File: config.mk
export PLATFORM = sky130hd
export DESIGN_NAME = epg_ctrl
export DESIGN_NICKNAME = d
export VERILOG_FILES = /design/src/hdl/epg_pkg.sv /design/src/hdl/epg_ctrl.sv
export SDC_FILE = /design/constraint.sdc
export NUM_CORES = 1
export LEC_CHECK = 0
export ABC_AREA = 1
export BUFFER_PORTS_ARGS = -buffer_cell sky130_fd_sc_hd__clkbuf_2
export CORE_AREA = 2 2 135 137
export DETAILED_ROUTE_END_ITERATION = 7
export DIE_AREA = 0 0 137 139
export PLACE_DENSITY = 0.73
export SLEW_MARGIN = 20
export SYNTH_ARGS = -nofsm -noshare
export SYNTH_HDL_FRONTEND = slang
export SYNTH_SLANG_ARGS = --single-unit
export TNS_END_PERCENT = 1
File: constraint.sdc
create_clock -name core_clk -period 2.7 [get_ports core_clk]
set_clock_uncertainty 0.05 [all_clocks]
set_input_delay 0.135 -clock core_clk [delete_from_list [all_inputs] [get_ports core_clk]]
set_output_delay 0.135 -clock core_clk [all_outputs]
set_load 0.01 [all_outputs]
File: src/hdl/epg_pkg.sv
// constants for the eprom programmer controller
//
// Contract
// - initial 1 ms pulses, then 3X ms overprogram
// - X counts pulses before first good verify
// - at most 25 initial pulses per byte
// - initial pulse 0.95 to 1.05 ms
// - overprogram pulse 2.85 to 78.75 ms
// - read back all bytes at normal supply
// - low chip select pulse programs one device
// - verify: gate low, select low, strobe high
// - identifier line forced to high voltage
// - other address lines low in identifier mode
// - program mode: supply raised, select and strobe low
`default_nettype none
package epg_pkg;
    localparam int CLK_HZ = 50_000_000;
    localparam int PULSE_US = 1000;
    localparam int PULSE_CYC = PULSE_US * (CLK_HZ / 1_000_000);
    localparam int SETUP_US = 2;
    localparam int SETUP_CYC = SETUP_US * (CLK_HZ / 1_000_000);
    localparam int MAX_PULSES = 25;
    localparam int OVER_MULT = 3;
    localparam int ADDR_W = 14;
    localparam logic [ADDR_W-1:0] ID_SEL_MASK = 14'h0200;
    localparam logic [ADDR_W-1:0] ID_BYTE_MASK = 14'h0001;
    typedef enum logic [3:0] {
        EPG_IDLE = 4'h0, EPG_SETUP = 4'h1, EPG_PULSE = 4'h3, EPG_VERIFY = 4'h2,
        EPG_OVER = 4'h6, EPG_NEXT = 4'h7, EPG_READ = 4'h5, EPG_DONE = 4'h4,
        EPG_FAIL = 4'hC, EPG_ID0 = 4'hD, EPG_ID1 = 4'hF
    } epg_state_t;
endpackage
`default_nettype wire

File: src/hdl/epg_ctrl.sv
// programmer controller driving the eprom pins
`default_nettype none
module epg_ctrl import epg_pkg::*; #(
    parameter int PULSE_CYCLES = PULSE_CYC,
    parameter int SETUP_CYCLES = SETUP_CYC,
    parameter int LAST_ADDR = 16383
) (
    // clock and reset
    input wire logic core_clk,
    input wire logic nrst,
    // user side
    input wire logic start_prog,
    input wire logic start_id,
    output logic busy,
    output logic done,
    output logic fail,
    output logic [7:0] id_maker,
    output logic [7:0] id_type,
    output logic [ADDR_W-1:0] fail_addr,
    // source data lookup, same clock, combinational
    output logic [ADDR_W-1:0] src_addr,
    input wire logic [7:0] src_data,
    // device pins
    output logic [ADDR_W-1:0] addr,
    output logic chip_select_n,
    output logic output_gate_n,
    output logic program_strobe_low,
    output logic vpp_raise,
    output logic vcc_raise,
    output logic identifier_high_voltage,
    output logic [7:0] data_out,
    output logic data_oe,
    input wire logic [7:0] data_in
);
    epg_state_t state_reg;
    logic [31:0] tmr_reg;
    logic [4:0] x_reg;
    logic [6:0] over_reg;
    logic [ADDR_W-1:0] addr_reg;
    logic [7:0] din_s1_reg, din_s2_reg;
    logic readback_reg;

    // pin data passes two flops before compare
    always_ff @(posedge core_clk or negedge nrst) begin
        if (!nrst) begin
            din_s1_reg <= 8'h00;
            din_s2_reg <= 8'h00;
        end else begin
            din_s1_reg <= data_in;
            din_s2_reg <= din_s1_reg;
        end
    end

    wire logic match = (din_s2_reg == src_data);
    wire logic tmr_done = (tmr_reg == 32'h0);

    always_ff @(posedge core_clk or negedge nrst) begin
        if (!nrst) begin
            state_reg <= EPG_IDLE;
            tmr_reg <= 32'h0;
            x_reg <= 5'h00;
            over_reg <= 7'h00;
            addr_reg <= '0;
            readback_reg <= 1'b0;
            done <= 1'b0;
            fail <= 1'b0;
            fail_addr <= '0;
            id_maker <= 8'h00;
            id_type <= 8'h00;
        end else begin
            if (!tmr_done)
                tmr_reg <= tmr_reg - 32'h1;
            unique case (state_reg)
                EPG_IDLE: begin
                    if (start_prog) begin
                        done <= 1'b0;
                        fail <= 1'b0;
                        addr_reg <= '0;
                        x_reg <= 5'h00;
                        readback_reg <= 1'b0;
                        tmr_reg <= 32'(SETUP_CYCLES);
                        state_reg <= EPG_SETUP;
                    end else if (start_id) begin
                        done <= 1'b0;
                        fail <= 1'b0;
                        tmr_reg <= 32'(SETUP_CYCLES);
                        state_reg <= EPG_ID0;
                    end
                end
                EPG_SETUP: if (tmr_done) begin
                    if (readback_reg) begin
                        tmr_reg <= 32'(SETUP_CYCLES);
                        state_reg <= EPG_READ;
                    end else if (src_data == 8'hFF) begin
                        // erased cells already read ones, nothing to clear
                        state_reg <= EPG_NEXT;
                    end else begin
                        // timer holds one cycle at zero, so load one less for an exact period
                        tmr_reg <= 32'(PULSE_CYCLES - 1); // nominal 1 ms
                        x_reg <= x_reg + 5'h01;
                        state_reg <= EPG_PULSE;
                    end
                end
                EPG_PULSE: if (tmr_done) begin
                    tmr_reg <= 32'(SETUP_CYCLES);
                    state_reg <= EPG_VERIFY;
                end
                EPG_VERIFY: if (tmr_done) begin
                    if (match) begin
                        // overprogram one continuous pulse of 3X ms
                        over_reg <= 7'(OVER_MULT * x_reg);
                        tmr_reg <= 32'(PULSE_CYCLES - 1);
                        state_reg <= EPG_OVER;
                    end else if (x_reg >= 5'(MAX_PULSES)) begin
                        fail <= 1'b1;
                        fail_addr <= addr_reg;
                        state_reg <= EPG_FAIL;
                    end else begin
                        tmr_reg <= 32'(PULSE_CYCLES - 1);
                        x_reg <= x_reg + 5'h01;
                        state_reg <= EPG_PULSE;
                    end
                end
                EPG_OVER: if (tmr_done) begin
                    if (over_reg > 7'h01) begin
                        over_reg <= over_reg - 7'h01;
                        tmr_reg <= 32'(PULSE_CYCLES - 1);
                    end else begin
                        state_reg <= EPG_NEXT;
                    end
                end
                EPG_NEXT: begin
                    x_reg <= 5'h00;
                    tmr_reg <= 32'(SETUP_CYCLES);
                    if (addr_reg == ADDR_W'(LAST_ADDR)) begin
                        addr_reg <= '0;
                        if (readback_reg) begin
                            done <= 1'b1;
                            state_reg <= EPG_DONE;
                        end else begin
                            readback_reg <= 1'b1;
                            state_reg <= EPG_SETUP;
                        end
                    end else begin
                        addr_reg <= addr_reg + ADDR_W'(1);
                        state_reg <= EPG_SETUP;
                    end
                end
                EPG_READ: if (tmr_done) begin
                    if (match) begin
                        state_reg <= EPG_NEXT;
                    end else begin
                        fail <= 1'b1;
                        fail_addr <= addr_reg;
                        state_reg <= EPG_FAIL;
                    end
                end
                EPG_ID0: if (tmr_done) begin
                    id_maker <= din_s2_reg;
                    tmr_reg <= 32'(SETUP_CYCLES);
                    state_reg <= EPG_ID1;
                end
                EPG_ID1: if (tmr_done) begin
                    id_type <= din_s2_reg;
                    // odd parity over all eight bits expected
                    fail <= ~^{id_maker} | ~^din_s2_reg;
                    done <= 1'b1;
                    state_reg <= EPG_DONE;
                end
                EPG_DONE, EPG_FAIL: state_reg <= EPG_IDLE;
                default: state_reg <= EPG_IDLE;
            endcase
        end
    end

    // pin drive registered from a decode of the current state, so the pins lag state_reg by one cycle
    logic pgm_phase, ver_phase, id_phase;
    always_comb begin
        pgm_phase = (state_reg == EPG_PULSE) || (state_reg == EPG_OVER);
        ver_phase = (state_reg == EPG_VERIFY) || (state_reg == EPG_SETUP && !readback_reg);
        id_phase = (state_reg == EPG_ID0) || (state_reg == EPG_ID1);
    end

    always_ff @(posedge core_clk or negedge nrst) begin
        if (!nrst) begin
            addr <= '0;
            src_addr <= '0;
            chip_select_n <= 1'b1;
            output_gate_n <= 1'b1;
            program_strobe_low <= 1'b1;
            vpp_raise <= 1'b0;
            vcc_raise <= 1'b0;
            identifier_high_voltage <= 1'b0;
            data_out <= 8'hFF;
            data_oe <= 1'b0;
            busy <= 1'b0;
        end else begin
            busy <= (state_reg != EPG_IDLE) && (state_reg != EPG_DONE) && (state_reg != EPG_FAIL);
            src_addr <= addr_reg;
            // identifier mode: only the two id lines may be high
            addr <= id_phase ? (ID_SEL_MASK | ((state_reg == EPG_ID1) ? ID_BYTE_MASK : '0)) : addr_reg;
            identifier_high_voltage <= id_phase;
            vpp_raise <= !readback_reg && (pgm_phase || ver_phase || state_reg == EPG_NEXT);
            vcc_raise <= !readback_reg && (pgm_phase || ver_phase);
            // select stays low in program/verify so only this part takes pulses
            chip_select_n <= !(pgm_phase || ver_phase || id_phase || state_reg == EPG_READ);
            program_strobe_low <= !pgm_phase;
            output_gate_n <= !(state_reg == EPG_VERIFY || state_reg == EPG_READ || id_phase);
            data_oe <= pgm_phase || (state_reg == EPG_SETUP && !readback_reg);
            data_out <= src_data;
        end
    end

    a_strobe_gate_excl: assert property (@(posedge core_clk) disable iff (!nrst)
        !program_strobe_low |-> output_gate_n && !chip_select_n && data_oe)
        else $error("strobe low while output gate active or bus released");
    a_pulse_count_cap: assert property (@(posedge core_clk) disable iff (!nrst)
        x_reg <= 5'(MAX_PULSES))
        else $error("initial pulse count exceeded limit");
    a_id_addr_low: assert property (@(posedge core_clk) disable iff (!nrst)
        identifier_high_voltage |-> (addr & ~(ID_SEL_MASK | ID_BYTE_MASK)) == '0)
        else $error("address line high in identifier mode");
    a_prog_needs_vpp: assert property (@(posedge core_clk) disable iff (!nrst)
        !program_strobe_low |-> vpp_raise)
        else $error("program strobe without programming supply");
    a_over_len: assert property (@(posedge core_clk) disable iff (!nrst)
        (state_reg == EPG_VERIFY && tmr_done && match) |=> over_reg == 7'(OVER_MULT * $past(x_reg)))
        else $error("overprogram length not three times count");
    a_x_restart: assert property (@(posedge core_clk) disable iff (!nrst)
        state_reg == EPG_NEXT |=> x_reg == 5'h00)
        else $error("iteration count not cleared on next byte");
    a_prog_vcc_high: assert property (@(posedge core_clk) disable iff (!nrst)
        !program_strobe_low |-> vcc_raise)
        else $error("program strobe without raised core supply");
    a_read_low_supply: assert property (@(posedge core_clk) disable iff (!nrst)
        readback_reg && !output_gate_n |-> !vpp_raise && !vcc_raise)
        else $error("readback done with a raised supply");
endmodule // epg_ctrl
`default_nettype wire

**Word-level counts from Yosys, hierarchy flattened**

Index checks and enable logic that the tools add are counted.
W data, S select, Z words.

- Magnitude comparators: 2
- Multiply operators: 1
- Mux-type cells: 71
- Add/subtract/negate cells: 4
- Bitwise gates (word level): 1
- Reduce and logical (&&, ||, !) cells: 41
- Equal/unequal tests: 33

Operators with widths:

| cell | count |
|---|---|
| $mux W32 | 12 |
| $pmux W32 S6 | 1 |
| $mux W14 | 8 |
| $mux W4 | 14 |
| $pmux W14 S2 | 2 |
| $ne A2 B2 Y1 const B | 19 |
| $pmux W4 S9 | 1 |
| $mux W5 | 7 |
| $logic_not A32 Y1 | 1 |
| $sub A32 B1 Y32 const B | 1 |
| $mux W7 | 4 |
| $pmux W5 S4 | 1 |
| $reduce_and A8 Y1 | 2 |
| $reduce_xnor A8 Y1 | 2 |
| $add A14 B1 Y14 const B | 1 |
| $eq A14 B14 Y1 const B | 1 |
| $mux W1 | 14 |
| $pmux W7 S2 | 1 |
| $eq A4 B3 Y1 const B | 3 |
| $reduce_bool A4 Y1 | 3 |
| $logic_or A1 B1 Y1 | 10 |
| $reduce_and A5 Y1 | 2 |
| $mux W3 | 3 |
| $reduce_and A9 Y1 | 1 |
| other kinds (26) | 39 |

- Input port bits: 20
- Register bits: 155
- Output and inout port bits: 76
- Word-level logic and storage cells: 177

**Logic depth before layout (Yosys ltp)**

Gate-level depths: netlist (run 1).

- Word-level depth: 7
- Gate-level depth with buffers: 15
- Mapped depth without buffers: 15

**Worst setup path after synthesis (run 1)**

OpenSTA, ideal clock, no wires.

- Kind: flip-flop to flip-flop
- From: register tmr_reg[0]
- To: register tmr_reg[0]
- Data arrival time: 1.932 ns
- Period minus slack after synthesis: 2.100 ns
- Buffers on the path: 0
- Library setup time: 0.119 ns
- Required time: 2.531 ns
- Stages on the path, launching flop included: 16
- Slack: 0.600 ns
- Cells stage by stage: dfrtp_1 inv_1 ha_1 nand2_1 nor2_1 nand2_1 nor2_4 inv_2 ha_1 inv_1 o21ai_0 nand2_1 nand3_1 o21ai_0 nor2_1 nand2_1

- Longest elaborated chain between the ends: 6
- Elaborated cells on any way between the ends: 15
- Those cells by class: add/sub: 1; mux: 13; reduce/logical: 1

RTL lines:

| element | line | text |
|---|---|---|
| start, declared | epg_ctrl.sv:36 | `logic [31:0] tmr_reg;` |
| start signal, assigned | epg_ctrl.sv:72 | `tmr_reg <= tmr_reg - 32'h1;` |
| start signal, assigned | epg_ctrl.sv:81 | `tmr_reg <= 32'(SETUP_CYCLES);` |
| start signal, assigned | epg_ctrl.sv:86 | `tmr_reg <= 32'(SETUP_CYCLES);` |
| $sub A32 B1 Y32 or $logic_not A32 Y1 (tied branches) | epg_ctrl.sv:72, epg_ctrl.sv:55 |  |
| $mux W32 | epg_ctrl.sv:71 | `if (!tmr_done)` |
| $mux W32, on equally long branches | epg_ctrl.sv:114, epg_ctrl.sv:94 |  |
| $mux W32, on equally long branches | epg_ctrl.sv:109, epg_ctrl.sv:91 |  |
| $mux W32, on equally long branches | epg_ctrl.sv:108, epg_ctrl.sv:90 |  |
| $pmux W32 S6 (*) | epg_ctrl.sv:73 | `unique case (state_reg)` |

Mark *: on every way between the ends. The rest lies on a longest branch, timed or not.
A chain may end at the register's enable or synchronous reset.

**Final worst setup path (run 1)**

Same ends and word-level chain as after synthesis.

==> summary.md, run 1 <==
| Metric | Value |
|---|---|
| Status | `finished, final reports clean` |
| RSZ-0062 raised after global routing | `no` |
| Final wirelength | `18.8 mm` |
| Flip-flop count of the largest register after layout | `32` |
| Most used flip-flop cell after synthesis | `dfrtp_1` |
| Via-per-instance ratio | `5.06` |
| Number of gates given a new drive strength after cts | `0` |
| Yosys top cell by area | `dfrtp_1` |
| Type of the tightest min-delay check | `in -> reg` |
| Sinks on Clock Net | `155` |
| Headroom to the max-slew limit | `60.3%` |
| F_max | `428 MHz` |
| Synthesized flop and latch total | `155` |
| Count of hold-fix buffers inserted at cts | `17` |
| Post-Syn Area per Cell | `8.46 sq um` |
| Number of buffers inserted during clock tree synthesis | `17` |
| Number of buffer cells added on primary ports | `95` |
| CP Data Arrival Time | `2.60 ns` |
| Max-Cap Viols | `0` |
| Synth top area cells | `dfrtp_1, nand2_1, inv_1` |
| Starting Density | `44.3%` |
| Worst stage delay on the critical path | `0.40 ns` |
| Power after layout | `9.53 mW` |
| VDD IR max | `0.529 mV` |
| Required time at the worst-slack endpoint | `2.97 ns` |
| Cell chain of the critical path | `inv_1, ha_1, nand2_1, nor2_1, nand2_1, nor2_4, inv_2, ha_1, inv_1, o21ai_0, nand2_1, nand3_1, o21ai_0, nor2_1, nand2_1` |
| Clock network power share | `26.4%` |
| Growth of design area from synthesis to finish | `19.7%` |
| Type of the setup path with the least slack | `reg -> reg` |
| DRC | `0` |
| Switching power share of the total | `41.7%` |
| Setup TNS | `0 ns` |
| Setup-failing EPs final | `0` |
| Post-layout net count | `1,086` |
| EDFF count, synth | `0` |
| Count of antenna-violating nets left after detailed routing | `0` |
| Number of hold violations in the final report | `0` |
| Largest net degree at the start of global routing | `67` |
| Antenna cell count | `0` |
| H-tree levels | `4` |
| Placement Cell Area | `8580 sq um` |
| DP HPWL | `13.5 mm` |
| Adder and majority cell fraction of the synthesized area | `2.49%` |
| Synthesized-area fraction occupied by ao, oa, aoi and oai cells | `8.44%` |
| Layout filler cell count | `1,667` |
| Synth async-reset ratio | `100%` |
| First-pass detailed-route iteration total | `5` |
| Combinational family with the most area after synthesis | `simple AND/OR/NAND/NOR gates` |
| Number of cell rows | `49` |
| Number of antenna violations at the first check in global routing | `0` |
| Weighted congestion at the end of routability-driven global placement | `0.926` |
| Count of unique library cells instantiated by Yosys | `46` |
| Count of buffering cells on the critical path with inverters included | `3` |
| Peak fanout along the critical path | `6` |
| Most repeated library cell on the critical path | `nand2_1` |
| Wire length per cell after detailed routing | `14.6 um` |
| Combinational power share | `40.2%` |
| Worst slew pin tran | `0.595 ns` |
| Internal power consumption | `5.56 mW` |
| Clock Path Buffers | `2` |
| Number of slew-limit violations in the final report | `0` |
| Placeable Area | `17,700 sq um` |
| Critical Path End Type | `flip-flop` |
| Post-synth design cell area | `7830 sq um` |
| Global Route Usage Sum | `20.5%` |
| Simple-gate portion of the synthesized area | `26.8%` |
| TritonCTS clock tree | `yes` |
| Vias after detailed routing | `6,546` |
| Mux share of post-synthesis cell area | `0%` |
| Sequential Power Share | `33.4%` |
| Critical path's top delay family | `simple AND/OR/NAND/NOR gates` |
| Die extent in y | `139 um` |
| Worst-skew pair later-pin latency | `0.43 ns` |
| Proportion of synthesized chip area in sequential cells | `49.7%` |
| Share of the cycle needed by the critical path after routing | `86.5%` |
| Number of buffers inserted to repair setup after CTS | `0` |
| CTS root buffer | `clkbuf_16` |
| Number of DRC violations after detailed-routing iteration 0 | `526` |
| Layout cells sized above 1 | `18.2%` |
| Via count of the first global-routing pass | `6,254` |
| Leak | `4.87 nW` |
| Global-route congestion overflow total | `0` |
| Standard cell with the maximum stage delay on the critical path | `dfrtp_1` |
| Share of the synthesized area in the top cell type | `46.0%` |
| Die Width | `137 um` |
| Post-route cell area | `9370 sq um` |
| Net Sw Power | `3.97 mW` |
| Top Ports | `96` |
| Area enclosed by the die boundary | `19,000 sq um` |
| Worst Setup Start Kind | `flip-flop` |
| Power Density | `1020 nW/um^2` |
| Synth Warn # | `0` |
| Number of standard cells after synthesis | `926` |
| First-pass GRT wire length | `31.0 mm` |
| Minimum clock period after layout | `2.34 ns` |
| Clock-pin slew reported for the worst setup and hold paths after clock tree synthesis | `0.06 ns` |
| Final Util | `53.1%` |
| Share of the synthesized netlist area taken by xor and xnor gates | `5.82%` |
| Number of nets produced by synthesis | `961` |
## placed cells by master (no fill, tap or decap), types with 4 or more instances in the layout
| master | count |
|---|---|
| xor2_1 | 25 |
| inv_6 | 4 |
| nor2_1 | 97 |
| clkbuf_16 | 17 |
| inv_1 | 103 |
| o22ai_1 | 7 |
| nor3_1 | 20 |
| a21oi_1 | 13 |
| nor3_2 | 4 |
| nand4_1 | 21 |
| dlygate4sd3_1 | 17 |
| inv_8 | 4 |
| nand3b_1 | 5 |
| xnor2_1 | 27 |
| o21ai_0 | 53 |
| clkbuf_2 | 94 |
| nand2_2 | 5 |
| nor2_2 | 8 |
| ha_1 | 14 |
| buf_4 | 10 |
| nand3_1 | 47 |
| inv_2 | 7 |
| nor2_4 | 7 |
| dfrtp_1 | 144 |
| o21ai_1 | 8 |
| dfstp_2 | 11 |
| o21a_1 | 14 |
| nand2_1 | 240 |
## worst paths after layout
path / from / depth (start not counted) / endpoint / slack, ns
max in group asynchronous: nrst / 3 / data_out[5] / 1.61
min: start_id / 5 / tmr_reg[2] / 0.11
max: tmr_reg[0] / 15 / tmr_reg[0] / 0.36
min in group asynchronous: nrst / 2 / addr[6] / 0.21
min reg2reg: din_s1_reg[2] / 0 / din_s2_reg[2] / 0.30
max reg2reg: tmr_reg[0] / 15 / tmr_reg[0] / 0.36
## cell usage after synthesis, drive strengths merged, types with 3 or more instances
library cell and instances:
a21oi 15, nand3b 5, nand2 245, nor3 24, dfstp 11, o22ai 7
nand3 51, o21a 14, inv 110, buf 14, nor2 114, ha 14
dfrtp 144, clkbuf 3, xnor2 27, nand4 21, xor2 25, o21ai 63
o211ai 3
## metrics by stage
stage               setup slack (ns)  cells  hold slack [ns]
detailed placement             0.421   1244            0.114
finish                         0.363   1293            0.109
global placement               0.488   1244            0.117
CTS                            0.405   1293            0.102
floorplan                      0.600    926           -0.211
global route                  0.0845   1293            0.117
## layout make-up
class                           instances  area, sq um  share of cell area, %
Clock buffer                           19          453                   4.83
Clock inverter                         13          173                   1.84
Inverter                              110          413                   4.41
Multi-Input combinational cell        644         3410                   36.4
Sequential cell                       155         3890                   41.5
Tap cell                              229          287                   3.06
Timing Repair Buffer                  123          747                   7.97
## worst min-delay path, delay by kind of cell
kind | cells | cell delay, ns
AND/OR/NAND/NOR | 4 | 0.30
buffers and inverters | 1 | 0.11
## cell families after synthesis
kind of cell,after synthesis
flip-flops,155
buffers and inverters,127
AND/OR/NAND/NOR,466
AO/OA/AOI/OAI,111
adder cells (fa/ha/maj),15
XOR/XNOR,52
## power by group through the flow
stage,logic (mW),registers [mW],clock network (mW)
detailed placement,3.73,3.23,0
CTS,3.79,3.19,2.56
global route,4.32,3.24,2.66
global placement,3.69,3.21,0
floorplan,2.80,3.18,0
finish,3.83,3.19,2.52
## routing by layer
| layer | global-route usage, % | wire [um] |
|---|---|---|
| met5 | 0 | 0 |
| met4 | 7.33 | 393 |
| met3 | 3.98 | 960 |
| met2 | 33.1 | 8960 |
| met1 | 27.4 | 8500 |
Note: power is estimated with default switching activity, not from simulation.
==> run 2, diff against run 1 <==
--- a/config.mk
+++ b/config.mk
@@ -10,7 +10,7 @@
 export CORE_AREA = 2 2 135 137
 export DETAILED_ROUTE_END_ITERATION = 7
 export DIE_AREA = 0 0 137 139
-export PLACE_DENSITY = 0.73
+export PLACE_DENSITY = 0.67
 export SLEW_MARGIN = 20
 export SYNTH_ARGS = -nofsm -noshare
 export SYNTH_HDL_FRONTEND = slang
==> summary.md, run 2 (synthesis gave the netlist of run 1 again) <==
| Metric | Value |
|---|---|
| Area enclosed by the die boundary | `19,000 sq um` |
| Busiest metal layer after global routing | `met2` |
| Via-per-instance ratio | `5.03` |
| Type of the tightest min-delay check | `in -> reg` |
| Type of the setup path with the least slack | `reg -> reg` |
| Flip-flop count of the largest register after layout | `32` |
| First-pass detailed-route iteration total | `5` |
| Global Route Usage Sum | `20.7%` |
| CTS root buffer | `clkbuf_16` |
| Weighted congestion at the end of routability-driven global placement | `0.935` |
| Placeable Area | `17,700 sq um` |
| Max-Cap Viols | `0` |
| Number of antenna violations at the first check in global routing | `0` |
| DRC | `0` |
| Required time at the worst-slack endpoint | `2.99 ns` |
| Share of the cycle needed by the critical path after routing | `89.7%` |
| Minimum clock period after layout | `2.42 ns` |
| DP HPWL | `13.4 mm` |
| Register area | `3890 sq um` |
| Worst stage delay on the critical path | `0.40 ns` |
| Status | `finished, final reports clean` |
| Headroom to the max-slew limit | `60.5%` |
| Register-to-register path setup slack | `0.28 ns` |
| Most repeated library cell on the critical path | `nand2_1` |
| Worst Setup Start Kind | `flip-flop` |
| Number of slew-limit violations in the final report | `0` |
| Growth of design area from synthesis to finish | `19.3%` |
| Vias after detailed routing | `6,509` |
| Wire length per cell after detailed routing | `14.3 um` |
| Layout cells sized above 1 | `18.1%` |
| Number of cell rows | `49` |
| RSZ-0062 raised after global routing | `no` |
| Setup-failing EPs final | `0` |
| CP Data Arrival Time | `2.71 ns` |
| Number of buffer cells added on primary ports | `95` |
| Count of antenna-violating nets left after detailed routing | `0` |
| Clock-pin slew reported for the worst setup and hold paths after clock tree synthesis | `0.07 ns` |
| Worst hold path depth | `5` |
| Die extent in y | `139 um` |
| Met2 routing resource usage after global routing | `32.3%` |
| Commonest cells after routing, fill and taps aside | `nand2_1, dfrtp_1, inv_1` |
| Hold EP | `tmr_reg[2]` |
| H-tree levels | `4` |
| F_max | `413 MHz` |
| Critical Path End Type | `flip-flop` |
| Die Width | `137 um` |
| Met1 usage in global routing | `29.3%` |
| Clock Path Buffers | `2` |
| Number of DRC violations after detailed-routing iteration 0 | `643` |
| Top Ports | `96` |
| Crit Reg-Reg Startpoint | `tmr_reg[0]` |
| Peak fanout along the critical path | `12` |
| Met3 layer usage reported by global route | `3.91%` |
| Via count of the first global-routing pass | `6,369` |
| Layout filler cell count | `1,657` |
| Number of buffers inserted during clock tree synthesis | `17` |
| Min-delay src | `start_id` |
| Worst reg-to-reg path cell count | `12` |
| TritonCTS clock tree | `yes` |
| VDD IR max | `0.584 mV` |
| Sinks on Clock Net | `155` |
| Number of hold violations in the final report | `0` |
| Most common library cell in the layout ignoring fill and taps | `nand2_1` |
| Cell chain of the critical path | `inv_1, ha_1, nand2_1, nor2_1, nand2_2, nor2_4, inv_2, nand2_1, nand3_1, nor2_2, nand2_1, o21ai_0` |
| Leak | `4.85 nW` |
| Antenna cell count | `0` |
| Setup TNS | `0 ns` |
| Global-route congestion overflow total | `0` |
| Reg-to-reg endpoint | `state_reg[1]` |
| Minimum hold slack | `0.108 ns` |
| Post-layout net count | `1,086` |
| Starting Density | `44.3%` |
| Worst-skew pair later-pin latency | `0.42 ns` |
| Power after layout | `9.38 mW` |
| Worst slew pin tran | `0.593 ns` |
| Power Density | `1000 nW/um^2` |
| Final wirelength | `18.5 mm` |
| Standard cell with the maximum stage delay on the critical path | `dfrtp_1` |
| First-pass GRT wire length | `31.4 mm` |
| Largest net degree at the start of global routing | `70` |
| Area used by multi-input combinational logic | `3410 sq um` |
## run 2: cell count changes in the layout (fill, tap and decap cells not counted), sizes merged
| cell | change |
|---|---|
| clkinv | +1 |
| bufinv | -1 |
## run 2: per-stage QoR
stage | worst slack, ns | cells | util, % | cell area (sq um)
after global routing | 0.0576 | 1293 | 52.9 | 9340
after CTS | 0.313 | 1292 | 52.8 | 9330
after detailed placement | 0.329 | 1243 | 48.5 | 8570
after global placement | 0.390 | 1243 | 48.5 | 8570
final | 0.279 | 1293 | 52.9 | 9340
after floorplan | 0.600 | 926 | - | 7830
## run 2: what timing repair did
| action | CTS | global route |
|---|---|---|
| resized for setup | 0 | 1 |
| hold buffers | 17 | 0 |
| setup endpoints to repair | 0 | 1 |
| buffers inserted | 0 | 1 |
| hold endpoints to repair | 65 | 0 |
## run 2: worst max-delay path by stage
stage	from	cells after the start	slack, ns	to
after detailed placement	tmr_reg[0]	15	0.33	tmr_reg[0]
after global placement	tmr_reg[0]	15	0.39	tmr_reg[0]
after floorplan	tmr_reg[0]	15	0.60	tmr_reg[0]
final	tmr_reg[0]	12	0.28	state_reg[1]
after CTS	tmr_reg[0]	15	0.31	tmr_reg[0]
after global routing	tmr_reg[12]	11	0.06	state_reg[1]
## run 2: area by class of cell
type | instances | share of cell area, %
clock buffers | 19 | 4.74
clock inverters | 13 | 1.59
flip-flops and latches | 155 | 41.7
inverters | 110 | 4.42
well taps | 229 | 3.07
multi-input cells | 644 | 36.5
repair buffers | 123 | 8.00
## run 2: per-layer routing
metal	wire, um	vias to the layer above
li1	-	3204
met1	8460	3069
met2	8810	203
met3	911	33
met4	346	0
met5	0	-
## run 2: worst max-delay path, delay by kind of cell (launching register included)
kind                     cells  cell delay (ns)
AND/OR/NAND/NOR              8             1.23
buffers and inverters        2             0.33
flip-flops                   1             0.40
adder cells (fa/ha/maj)      1             0.24
AO/OA/AOI/OAI                1             0.09
## run 2: power by group
| group | leakage [nW] | total (mW) | switching (mW) | internal, mW |
|---|---|---|---|---|
| combinational | 2.51 | 3.81 | 2.49 | 1.32 |
| sequential | 2.05 | 3.18 | 0.406 | 2.77 |
| clock | 0.288 | 2.39 | 1.05 | 1.34 |
==> run 3, diff against run 2 <==
--- a/config.mk
+++ b/config.mk
@@ -10,7 +10,7 @@
 export CORE_AREA = 2 2 135 137
 export DETAILED_ROUTE_END_ITERATION = 7
 export DIE_AREA = 0 0 137 139
-export PLACE_DENSITY = 0.67
+export PLACE_DENSITY_LB_ADDON = 0.3
 export SLEW_MARGIN = 20
 export SYNTH_ARGS = -nofsm -noshare
 export SYNTH_HDL_FRONTEND = slang
==> constraint.sdc (replaced) <==
create_clock -name core_clk -period 2.7 [get_ports core_clk]
set_clock_uncertainty 0.05 [all_clocks]
set_input_delay 0.405 -clock core_clk [delete_from_list [all_inputs] [get_ports core_clk]]
set_output_delay 0.405 -clock core_clk [all_outputs]
set_load 0.01 [all_outputs]
==> summary.md, run 3 (synthesis gave the netlist of run 1 again) <==
| Metric | Value |
|---|---|
| Status | `finished, final reports clean` |
| Number of DRC violations after detailed-routing iteration 0 | `558` |
| Die extent in y | `139 um` |
| Number of slew-limit violations in the final report | `0` |
| Number of buffers inserted during clock tree synthesis | `17` |
| First-pass detailed-route iteration total | `6` |
| Growth of design area from synthesis to finish | `17.5%` |
| Layout cells sized above 1 | `18.4%` |
| DP HPWL | `13.7 mm` |
| Max-Cap Viols | `0` |
| Clock Path Buffers | `2` |
| Minimum clock period after layout | `2.40 ns` |
| Count of antenna-violating nets left after detailed routing | `0` |
| Number of cell rows | `49` |
| Worst-skew pair later-pin latency | `0.43 ns` |
| Most common library cell in the layout ignoring fill and taps | `nand2_1` |
| Global Route Usage Sum | `20.6%` |
| F_max | `417 MHz` |
| Type of the tightest min-delay check | `in -> reg` |
| Setup TNS | `0 ns` |
| Clock-pin slew reported for the worst setup and hold paths after clock tree synthesis | `0.07 ns` |
| CP Data Arrival Time | `2.64 ns` |
| Setup-failing EPs final | `0` |
| Power Density | `1020 nW/um^2` |
| Crit Reg-Reg Startpoint | `tmr_reg[0]` |
| Worst Setup Start Kind | `flip-flop` |
| Min-delay src | `data_in[5]` |
| Peak fanout along the critical path | `23` |
| Critical Path End Type | `flip-flop` |
| Worst slew pin tran | `0.587 ns` |
| H-tree levels | `4` |
| Placeable Area | `17,700 sq um` |
| Final wirelength | `18.5 mm` |
| DRC | `0` |
| Via-per-instance ratio | `5.05` |
| Post-layout net count | `1,069` |
| Share of the cycle needed by the critical path after routing | `88.9%` |
| Number of gates given a new drive strength after cts | `0` |
| Worst hold path depth | `1` |
| Die Width | `137 um` |
| Largest net degree at the start of global routing | `56` |
| Start point of the critical path | `tmr_reg[0]` |
| Register area | `3890 sq um` |
| Vias after detailed routing | `6,440` |
| TritonCTS clock tree | `yes` |
| Top Ports | `96` |
| Global-route congestion overflow total | `0` |
| Weighted congestion at the end of routability-driven global placement | `0.897` |
| Required time at the worst-slack endpoint | `2.94 ns` |
| Number of hold violations in the final report | `0` |
| VDD IR max | `0.593 mV` |
| Layout filler cell count | `1,667` |
| Sinks on Clock Net | `155` |
| Number of buffer cells added on primary ports | `95` |
| RSZ-0062 raised after global routing | `no` |
| Area enclosed by the die boundary | `19,000 sq um` |
| Area used by multi-input combinational logic | `3410 sq um` |
| Leak | `4.80 nW` |
| Worst reg-to-reg path cell count | `11` |
| Starting Density | `44.3%` |
| CTS root buffer | `clkbuf_16` |
| Wire length per cell after detailed routing | `14.5 um` |
| Number of antenna violations at the first check in global routing | `0` |
| Flip-flop count of the largest register after layout | `32` |
| Antenna cell count | `0` |
| Via count of the first global-routing pass | `6,305` |
| Type of the setup path with the least slack | `reg -> reg` |
| Headroom to the max-slew limit | `60.9%` |
| First-pass GRT wire length | `31.0 mm` |
| Final Util | `52.1%` |
| Commonest cells after routing, fill and taps aside | `nand2_1, dfrtp_1, inv_1` |
==> run 3: final cells by class <==
| type | count | share of cell area (%) |
|---|---|---|
| Clock inverter | 14 | 1.89 |
| Inverter | 110 | 4.49 |
| Tap cell | 229 | 3.11 |
| Timing Repair Buffer | 106 | 6.43 |
| Sequential cell | 155 | 42.3 |
| Clock buffer | 18 | 4.77 |
| Multi-Input combinational cell | 644 | 37.0 |
==> run 3: worst paths after layout <==
| kind | end | slack [ns] |
|---|---|---|
| setup reg to reg | tmr_reg[12] | 0.30 |
| hold / removal | din_s1_reg[5] | 0.03 |
| hold reg to reg | din_s2_reg[3] | 0.30 |
| min in group asynchronous | din_s1_reg[2] | 0.44 |
| max in group asynchronous | program_strobe_low | 1.47 |
| setup / recovery | tmr_reg[12] | 0.30 |
==> run 3: critical path, stage by stage, from the launching register on <==
cell and delay [ns]:
dfrtp_1 0.39, inv_1 0.13, ha_1 0.24, nand2_1 0.07, nor2_1 0.11, nand2_1 0.11, nor2_4 0.15, buf_4 0.17
buf_4 0.15, nand3_1 0.13, nand3_2 0.41, nor2_1 0.12
==> run 3: what timing repair did <==
item | CTS | global route
hold endpoints to repair | 42 | 0
setup endpoints to repair | 0 | 1
hold buffers | 1 | 0
buffers inserted | 0 | 1
==> run 3: routing by layer <==
metal | vias up | GRT usage [%] | share of wire [%]
li1 | 3186 | - | -
met1 | 3045 | 27.3 | 44
met2 | 176 | 33.7 | 49
met3 | 33 | 4.39 | 5.0
met4 | 0 | 6.67 | 1.8
met5 | - | 0 | 0
==> run 3: through the flow <==
stage	cell area (sq um)	worst slack (ns)	power, mW	hold WS [ns]	cells
detailed placement	8570	0.224	6.95	0.285	1242
floorplan	7830	0.600	5.97	0.0594	926
finish	9200	0.301	9.43	0.0299	1276
global route	9200	0.0672	10.2	0.0131	1276
CTS	9200	0.200	9.49	0.0152	1275
global placement	8570	0.275	6.93	0.284	1242
==> run 3: report_power, final <==
part	total, mW	internal [mW]	switching (mW)
Clock	2.49	1.43	1.06
Sequential	3.16	2.77	0.390
Combinational	3.78	1.31	2.47
Total	9.43	5.51	3.91
